### src/logic/divide_loop_adjust_pkg.sv
// Constants, op codes and flag layout shared by the divide, loop and adjust block.
// Assumes one core clock and a decoder that presents one op at a time.
// ====================================================================
// Notes on behaviour
// - signed 16/16 divide: one word, 18 cycles, NZCV
// - signed 32/16 divide: one word, 18 cycles, NZCV
// - unsigned 16/16 divide: one word, 18 cycles, NZCV
// - unsigned 32/16 divide: one word, 18 cycles, NZCV
// - fractional divide: 18 cycles, NZCV, larger variants
// - holdoff blocks interrupts lit14 cycles, no flags
// - literal loop: end PC+offset, lit+1 passes
// - register loop: count register plus one passes
// - decimal adjust in place, one cycle, carry only
package divide_loop_adjust_pkg;
  // ====================================================================
  // Op codes from the decoder
  typedef enum logic [3:0] {
    signed_quotient_op        = 4'h0,
    signed_long_quotient_op   = 4'h1,
    unsigned_quotient_op      = 4'h2,
    unsigned_long_quotient_op = 4'h3,
    fractional_quotient_op    = 4'h4,
    interrupt_holdoff_op      = 4'h5,
    hardware_loop_op          = 4'h6,
    hardware_loop_reg_op      = 4'h7,
    bcd_adjust_op             = 4'h8
  } op_t;

  // ====================================================================
  // Sequencer states, one-hot
  typedef enum logic [2:0] {
    ST_IDLE = 3'h1,
    ST_LOOP = 3'h2,
    ST_DIV  = 3'h4
  } seq_state_t;

  // ====================================================================
  // Status flag positions within the 4-bit flag word
  localparam int FLAG_C  = 0;
  localparam int FLAG_Z  = 1;
  localparam int FLAG_OV = 2;
  localparam int FLAG_N  = 3;
  localparam logic [3:0] FLAGS_DIV   = 4'hf;
  localparam logic [3:0] FLAGS_CARRY = 4'h1;
  localparam logic [3:0] FLAGS_NONE  = 4'h0;

  // ====================================================================
  // Timing and widths
  localparam int DIV_CYCLES  = 18;
  localparam int LOOP_CYCLES = 2;
  localparam int DIV_STEPS   = 16;
  localparam int HOLDOFF_W   = 14;
  localparam int LOOP_LIT_W  = 15;
  localparam int PC_W        = 24;

  // Decimal adjust correction terms
  localparam logic [3:0] BCD_MAX_DIGIT = 4'h9;
  localparam logic [7:0] BCD_LO_FIX    = 8'h06;
  localparam logic [8:0] BCD_HI_FIX    = 9'h060;
endpackage

### src/logic/div_if.sv
// Carrier between the op sequencer and the iterative divider.
// Assumes both ends share the core clock.
`timescale 1ns/1ps
`default_nettype none
interface div_if;
  logic        start;
  logic        is_signed;
  logic        is_long;
  logic        is_frac;
  logic [31:0] dividend;
  logic [15:0] divisor;
  logic        done;
  logic [15:0] quotient;
  logic [15:0] remainder;
  logic [3:0]  flags;

  modport ctrl (output start, is_signed, is_long, is_frac, dividend, divisor,
                input done, quotient, remainder, flags);
  modport unit (input start, is_signed, is_long, is_frac, dividend, divisor,
                output done, quotient, remainder, flags);
endinterface
`default_nettype wire

### src/logic/quotient_unit.sv
// Restoring divider: 16 quotient bits, one per cycle, sign fix folded into the last step.
// Assumes start is a one-cycle pulse and is not raised while busy.
`timescale 1ns/1ps
`default_nettype none
module quotient_unit
  import divide_loop_adjust_pkg::*;
(
  input  wire logic clk,
  input  wire logic reset,
  div_if.unit       dv
);
  // ====================================================================
  // Operand magnitudes
  wire        a_neg = dv.is_signed & (dv.is_long ? dv.dividend[31] : dv.dividend[15]);
  wire [31:0] a_ext = dv.is_long ? dv.dividend : {{16{dv.is_signed & dv.dividend[15]}}, dv.dividend[15:0]};
  wire [31:0] a_abs = a_neg ? (32'h0 - a_ext) : a_ext;
  // Fractional form: dividend sits one word up, so the quotient is a fraction
  wire [31:0] a_mag = dv.is_frac ? {a_abs[15:0], 16'h0} : a_abs;
  wire        b_neg = dv.is_signed & dv.divisor[15];
  wire [15:0] b_mag = b_neg ? (16'h0 - dv.divisor) : dv.divisor;

  logic [16:0] rem_reg;
  logic [31:0] dvd_reg;
  logic [15:0] bmag_reg;
  logic [4:0]  cnt_reg;
  logic        run_reg;
  logic        qneg_reg;
  logic        aneg_reg;
  logic        sgn_reg;
  logic        pre_ov_reg;
  logic        done_reg;
  logic [15:0] q_reg;
  logic [15:0] r_reg;
  logic [3:0]  f_reg;

  // ====================================================================
  // One restoring step
  wire [16:0] trial = {rem_reg[15:0], dvd_reg[31]};
  wire        ge    = trial >= {1'b0, bmag_reg};
  wire [16:0] rem_next = ge ? (trial - {1'b0, bmag_reg}) : trial;
  wire        last_step = run_reg && cnt_reg == 5'(DIV_STEPS - 1);

  // Final signs from the last step's next values, so the fix costs no extra cycle
  // and the whole divide fits its cycle budget; a signed quotient past the signed range is overflow
  wire [15:0] q_mag   = {dvd_reg[14:0], ge};
  wire [15:0] q_fin   = qneg_reg ? (16'h0 - q_mag) : q_mag;
  wire [15:0] r_fin   = aneg_reg ? (16'h0 - rem_next[15:0]) : rem_next[15:0];
  wire        sgn_ov  = sgn_reg & (qneg_reg ? (q_mag > 16'h8000) : q_mag[15]);
  wire [3:0]  f_fin;
  assign f_fin[FLAG_N]  = q_fin[15];
  assign f_fin[FLAG_Z]  = q_fin == 16'h0;
  assign f_fin[FLAG_C]  = r_fin != 16'h0;
  assign f_fin[FLAG_OV] = pre_ov_reg | sgn_ov;

  // Control: load, then 16 steps, the last one also capturing the results
  always_ff @(posedge clk)
  begin
    if (reset)
    begin
      run_reg  <= 1'b0;
      cnt_reg  <= 5'h0;
      done_reg <= 1'b0;
    end
    else
    begin
      done_reg <= last_step;
      if (dv.start)
      begin
        run_reg <= 1'b1;
        cnt_reg <= 5'h0;
      end
      else if (last_step)
        run_reg <= 1'b0;
      else if (run_reg)
        cnt_reg <= cnt_reg + 5'h1;
    end
  end

  // Datapath; high half not below divisor means quotient cannot fit
  always_ff @(posedge clk)
  begin
    if (dv.start)
    begin
      rem_reg    <= {1'b0, a_mag[31:16]};
      dvd_reg    <= {a_mag[15:0], 16'h0};
      bmag_reg   <= b_mag;
      qneg_reg   <= a_neg ^ b_neg;
      aneg_reg   <= a_neg;
      sgn_reg    <= dv.is_signed;
      pre_ov_reg <= a_mag[31:16] >= b_mag;
    end
    else if (run_reg)
    begin
      rem_reg <= rem_next;
      dvd_reg <= {dvd_reg[30:0], ge};
    end
    if (last_step)
    begin
      q_reg <= q_fin;
      r_reg <= r_fin;
      f_reg <= f_fin;
    end
  end

  assign dv.done      = done_reg;
  assign dv.quotient  = q_reg;
  assign dv.remainder = r_reg;
  assign dv.flags     = f_reg;
endmodule
`default_nettype wire

### src/logic/divide_loop_adjust_ops.sv
// Sequencer for divides, interrupt holdoff, loop setup and decimal adjust.
// Assumes the decoder holds op fields while op_valid and op_ready are high.
`timescale 1ns/1ps
`default_nettype none
module divide_loop_adjust_ops
  import divide_loop_adjust_pkg::*;
#(
  parameter bit HAS_FRACTIONAL = 1'b1
)(
  input  wire logic                                   clk,
  input  wire logic                                   reset,
  input  wire logic                                   op_valid,
  output logic                                        op_ready,
  input  wire divide_loop_adjust_pkg::op_t            op_code,
  input  wire logic [31:0]                            operand_a,
  input  wire logic [15:0]                            operand_b,
  input  wire logic [divide_loop_adjust_pkg::LOOP_LIT_W-1:0] op_literal,
  input  wire logic [divide_loop_adjust_pkg::PC_W-1:0]       pc,
  input  wire logic [divide_loop_adjust_pkg::PC_W-1:0]       loop_offset,
  input  wire logic                                   carry_in,
  input  wire logic                                   digit_carry_in,
  output logic                                        op_done,
  output logic [15:0]                                 result,
  output logic [15:0]                                 remainder,
  output logic [3:0]                                  flags,
  output logic [3:0]                                  flags_write,
  output logic                                        int_block,
  output logic                                        loop_load,
  output logic [divide_loop_adjust_pkg::PC_W-1:0]     loop_end_addr,
  output logic [16:0]                                 loop_count
);
  div_if dvi ();

  quotient_unit u_div (
    .clk   (clk),
    .reset (reset),
    .dv    (dvi.unit)
  );

  // ====================================================================
  // Decode
  seq_state_t state_reg;
  seq_state_t state_next;
  wire accept   = op_valid && op_ready;
  wire is_div   = op_code inside {signed_quotient_op, signed_long_quotient_op, unsigned_quotient_op,
                                  unsigned_long_quotient_op}
                  || (op_code == fractional_quotient_op && HAS_FRACTIONAL);
  wire is_loop  = op_code == hardware_loop_op || op_code == hardware_loop_reg_op;
  assign op_ready = state_reg == ST_IDLE;

  // Divider launch
  assign dvi.start     = accept && is_div;
  assign dvi.is_signed = op_code == signed_quotient_op || op_code == signed_long_quotient_op
                         || op_code == fractional_quotient_op;
  assign dvi.is_long   = op_code == signed_long_quotient_op || op_code == unsigned_long_quotient_op;
  assign dvi.is_frac   = op_code == fractional_quotient_op;
  assign dvi.dividend  = operand_a;
  assign dvi.divisor   = operand_b;

  // Decimal adjust of the low byte, carry sticks once set
  wire       lo_fix  = operand_a[3:0] > BCD_MAX_DIGIT || digit_carry_in;
  wire [8:0] lo_sum  = {1'b0, operand_a[7:0]} + (lo_fix ? {1'b0, BCD_LO_FIX} : 9'h0);
  wire       hi_fix  = lo_sum[8] || lo_sum[7:4] > BCD_MAX_DIGIT || carry_in;
  wire [8:0] bcd_sum = {1'b0, lo_sum[7:0]} + (hi_fix ? BCD_HI_FIX : 9'h0);
  wire       bcd_c   = carry_in | lo_sum[8] | bcd_sum[8];

  // Loop count: value plus one passes
  wire [15:0] loop_src = op_code == hardware_loop_reg_op ? operand_a[15:0] : {1'b0, op_literal};

  // ====================================================================
  // Sequencer: loop takes one extra cycle, divide waits for the unit
  always_comb
  begin
    state_next = state_reg;
    case (state_reg)
      ST_IDLE: if (accept && is_div) state_next = ST_DIV;
               else if (accept && is_loop) state_next = ST_LOOP;
      ST_LOOP: state_next = ST_IDLE;
      ST_DIV:  if (dvi.done) state_next = ST_IDLE;
      default: state_next = ST_IDLE;
    endcase
  end

  always_ff @(posedge clk)
  begin
    if (reset)
      state_reg <= ST_IDLE;
    else
      state_reg <= state_next;
  end

  // ====================================================================
  // Interrupt holdoff counter; blocked while non-zero
  logic [HOLDOFF_W-1:0] hold_reg;
  always_ff @(posedge clk)
  begin
    if (reset)
      hold_reg <= '0;
    else if (accept && op_code == interrupt_holdoff_op)
      hold_reg <= op_literal[HOLDOFF_W-1:0];
    else if (hold_reg != '0)
      hold_reg <= hold_reg - 1'b1;
  end
  assign int_block = hold_reg != '0;

  // ====================================================================
  // Completion and results; single-cycle ops finish the cycle after accept
  logic            loop_pend_reg;
  always_ff @(posedge clk)
  begin
    if (reset)
    begin
      op_done       <= 1'b0;
      flags_write   <= FLAGS_NONE;
      loop_load     <= 1'b0;
      loop_pend_reg <= 1'b0;
      result        <= 16'h0;
      remainder     <= 16'h0;
      flags         <= 4'h0;
      loop_end_addr <= '0;
      loop_count    <= 17'h0;
    end
    else
    begin
      op_done       <= 1'b0;
      flags_write   <= FLAGS_NONE;
      loop_load     <= 1'b0;
      loop_pend_reg <= accept && is_loop;
      if (accept && is_loop)
      begin
        loop_end_addr <= pc + loop_offset;
        loop_count    <= {1'b0, loop_src} + 17'h1;
      end
      if (loop_pend_reg)
      begin
        op_done   <= 1'b1;
        loop_load <= 1'b1;
      end
      else if (dvi.done)
      begin
        op_done     <= 1'b1;
        result      <= dvi.quotient;
        remainder   <= dvi.remainder;
        flags       <= dvi.flags;
        flags_write <= FLAGS_DIV;
      end
      else if (accept && op_code == bcd_adjust_op)
      begin
        op_done            <= 1'b1;
        result             <= {operand_a[15:8], bcd_sum[7:0]};
        flags              <= 4'h0;
        flags[FLAG_C]      <= bcd_c;
        flags_write        <= FLAGS_CARRY;
      end
      else if (accept && !is_div && !is_loop)
        op_done <= 1'b1;
    end
  end
endmodule
`default_nettype wire

### config.mk
export PLATFORM = sky130hd
export DESIGN_NAME = divide_loop_adjust_ops
export DESIGN_NICKNAME = d
export VERILOG_FILES = /design/src/logic/divide_loop_adjust_pkg.sv /design/src/logic/div_if.sv /design/src/logic/quotient_unit.sv /design/src/logic/divide_loop_adjust_ops.sv
export SDC_FILE = /design/constraint.sdc
export NUM_CORES = 1
export LEC_CHECK = 0
export ABC_AREA = 1
export BUFFER_PORTS_ARGS = -buffer_cell sky130_fd_sc_hd__buf_2
export CAP_MARGIN = 10
export CORE_MARGIN = 3
export CORE_UTILIZATION = 35
export DETAILED_ROUTE_END_ITERATION = 10
export GPL_ROUTABILITY_DRIVEN = 0
export PLACE_DENSITY = 0.53
export RECOVER_POWER = 100
export SLEW_MARGIN = 15
export SYNTH_ARGS = -nofsm -noshare
export SYNTH_HDL_FRONTEND = slang
export SYNTH_SLANG_ARGS = --single-unit
### constraint.sdc
create_clock -name clk -period 2.9 [get_ports clk]
set_input_delay 0.145 -clock clk [delete_from_list [all_inputs] [get_ports clk]]
set_output_delay 0.145 -clock clk [all_outputs]
set_load 0.02 [all_outputs]
==> metrics.yaml <==
synthesis:
  synth_top_area_share_pct: 19.11
  avgSynthCellArea_um2: 7.348
  ys_seq_area_share_pct: 36.97
  ys.flop_type: "dfxtp_1"
  synthCells: 1861
  synth_warnings: 0
  synth_top_area_cell: "edfxtp_1"
  synth_nets: 2054
  ys_ff_latch: 209
  ys_top_cells_by_area: "edfxtp_1 (19%), dfxtp_1 (18%), nand2_1 (10%)"
  synth_edf_count: 87
  syn_area_um2: 13670
  async_flop_share_pct: 0
  synth_cell_type_count: 57
placed_design:
  dp_hpwl_mm: 35.48
  dp.cells: 2763
  io_buffers: 204
pwr:
  power.leakage_nw: 8.990
  p_per_area_nw_per_um2: 550.2
  ir_worst_vdd_v: 0.0003593
status:
  outcome: "finished, violations left"
  violations: "setup timing"
sta:
  finalSetupTns_ps: -576.7
  maxClockFrequency_mhz: 326.2
  relSlewSlack_pct: 20.02
  slew_violations: 0
  period_minus_slack_ps: 3066
  holdWs_ps: 14.19
  worst_slew_pin_slew_ps: 1200
  clock_skew_ps: 17.08
  timing.final.ws_setup_ps: -165.6
  rsz0062_at_grt: "yes"
  fin_crit_sh_pct: 105.7
  hold_violations: 0
  setup_viol: 6
worst_setup_path:
  end_kind: "flip-flop"
  crit_chain: "ha_4 > a21o_1 > a21oi_2 > nand2_2 > nor2_4 > nand2_4 > inv_4 > ha_4 > nand3_4 > nor3_4 > nand3_2 > nor2_4 > nand3_2 > nand2_2 > o21ai_2 > xor2_1 > nand3_1 > nor2_1 > nand2_1 > nor2_1"
  required_ps: 3290
  cp_max_fo: 4
  critPathKind: "flip-flop to flip-flop"
  path_buf_inv: 1
  worstPathArrival_ps: 3460
  path_depth: 20
  crit_family: "simple AND/OR/NAND/NOR gates"
  reg2reg_depth: 20
  critical_path.startpoint_type: "flip-flop"
  max_stage_delay_ps: 440
  critPathSlowestCell: "edfxtp_1"
layout:
  multi_input_area_um2: 7949
  stdcell_count: 2860
  fill_cells: 3873
  antennaDiodeCount: 0
  nets: 2522
  area.sequential_um2: 5055
  drive_gt1_share_pct: 26.05
  largest_reg_flops: 32
  area_growth_pct: 37.11
global_routing:
  grt_pass1_wl_mm: 70.11
  antenna_found_initial: 4
  grtUsageMet1_pct: 27.39
  use_met3_pct: 3.352
  grt_pass1_vias: 13428
  gr-max-usage-layer: "met2"
  grt_max_degree: 49
  grt_use_total_pct: 21.06
  overflow: 0
  use_met2_pct: 35.74
clock_tree:
  cts.clk_slew.worst_paths_ps: 60
  numClockSinks: 209
  root_buffer: "clkbuf_16"
  clock_latency_ps: 540
  clock_path_buffers: 3
  htreeDepth: 1
  cts_tree: "done"
  numCtsBuffers: 26
routing:
  viasPerCell: 4.854
  wirelength_mm: 45.66
  antenna_left: 0
  post_drt_wl_per_cell_um: 15.96
  vias: 13882
  drt-initial-drc-count: 704
  drc: 0
  first_pass_iters: 5
floorplan:
  die_area_um2: 41480
  core_um2: 38110
  die_w_um: 203.7
  rows: 71
  start_util_pct: 35.88
  pin_count: 205
  die_h_um: 203.7
worst_hold_path:
  hold_path_depth: 3
  hold_class: "input pin to flip-flop"
flow_run:
  drv_cap: 0
final timing paths:
kind,slack (ps),to,startpoint
hold / removal,10,u_div.bmag_reg[15],operand_b[15]
hold reg to reg,460,flags[3],flags[3]
setup / recovery,-170,u_div.dv.flags[1],u_div.rem_reg[13]
setup reg to reg,-170,u_div.dv.flags[1],u_div.rem_reg[13]
routing by layer:
metal  wire length (um)  vias up  part of all wire, %
met5                 41        -                0.090
met4               1673        8                  3.7
met3               2089      100                  4.6
met2              21470      325                   47
met1              20380     6422                   45
li1                   -     7027                    -
worst min-delay path, stage by stage:
cell and delay [ps]:
buf_2 90, o211ai_1 140, inv_1 70
logic make-up (layout without fill, tap and decap cells):
| kind of cell | Yosys count | in the layout | share of synthesized area (%) |
|---|---|---|---|
| DFF | 209 | 209 | 36.97 |
| muxes | 4 | 4 | 0.2928 |
| buffers and inverters | 335 | 823 | 9.571 |
| adders and majority gates | 73 | 73 | 6.899 |
| and+or+nand+nor | 826 | 826 | 26.90 |
| xor gates and xnor gates | 91 | 91 | 5.828 |
| AOI/OAI and AO/OA | 323 | 323 | 13.54 |
placed cells by master (no fill, tap or decap), types with 6 or more instances in the layout:
cell type / n
nand3b_1: 17
o211ai_1: 13
dlygate4sd3_1: 20
nand4_1: 17
buf_4: 254
nor3_1: 17
nor2_4: 12
buf_6: 10
a21o_1: 6
xnor2_1: 17
nand2_1: 337
buf_2: 115
nor2_2: 19
nand3_2: 20
edfxtp_1: 87
nand2_4: 23
nor4_1: 7
ha_4: 16
dfxtp_1: 122
nand3_1: 88
o21ai_1: 17
inv_1: 255
nor2_1: 201
clkbuf_16: 27
inv_2: 16
xor2_1: 72
a21oi_1: 69
o22ai_1: 16
nand2_2: 38
o21ai_0: 129
ha_1: 52
a22oi_1: 10
or2_2: 9
a31oi_1: 25
clkbuf_1: 99
layout make-up:
class	instances	share of cell area, %
clock buffer	34	3.744
tap	511	3.410
sequential	209	26.96
clock inverter	14	0.7407
timing repair buffer	498	17.16
inverter	277	5.586
multi-input combinational	1317	42.40
repair_timing:
action | in CTS | in global routing
hold buffers | 21 | 0
setup buffers | 9 | 23
endpoints found under the hold margin | 20 | 0
setup endpoints to repair | 9 | 22
gates resized for setup | 30 | 129
pin swaps | 17 | 96
cells in the mapped netlist, drive strengths merged (16+ instances only):
library cell  number
nand3b            17
nand3            112
xor2              73
o22ai             16
nand2            398
buf               21
nor2             232
a21oi             75
clkbuf            37
xnor2             18
nand4             17
inv              274
ha                69
dfxtp            122
or2               16
nor3              23
o21ai            151
edfxtp            87
a31oi             25
report_power, final:
part,total (mW),internal [mW],leakage [nW],switching (mW)
clock,3.20,1.89,0.405,1.31
sequential,3.45,3.32,1.80,0.132
combinational,3.67,1.64,6.79,2.03
through the flow:
stage	worst slack, ps	cell area (um2)	utilization, %	power, mW
after floorplan	-47.98	13800	-	5.400
after detailed placement	-435.4	17050	44.73	6.753
after CTS	-163.6	18280	47.98	10.12
after global routing	-364.6	18750	49.20	10.93
after global placement	-422.3	17050	44.73	6.726
final	-165.6	18750	49.20	10.31
No activity file was read; power rests on OpenSTA's default activity.
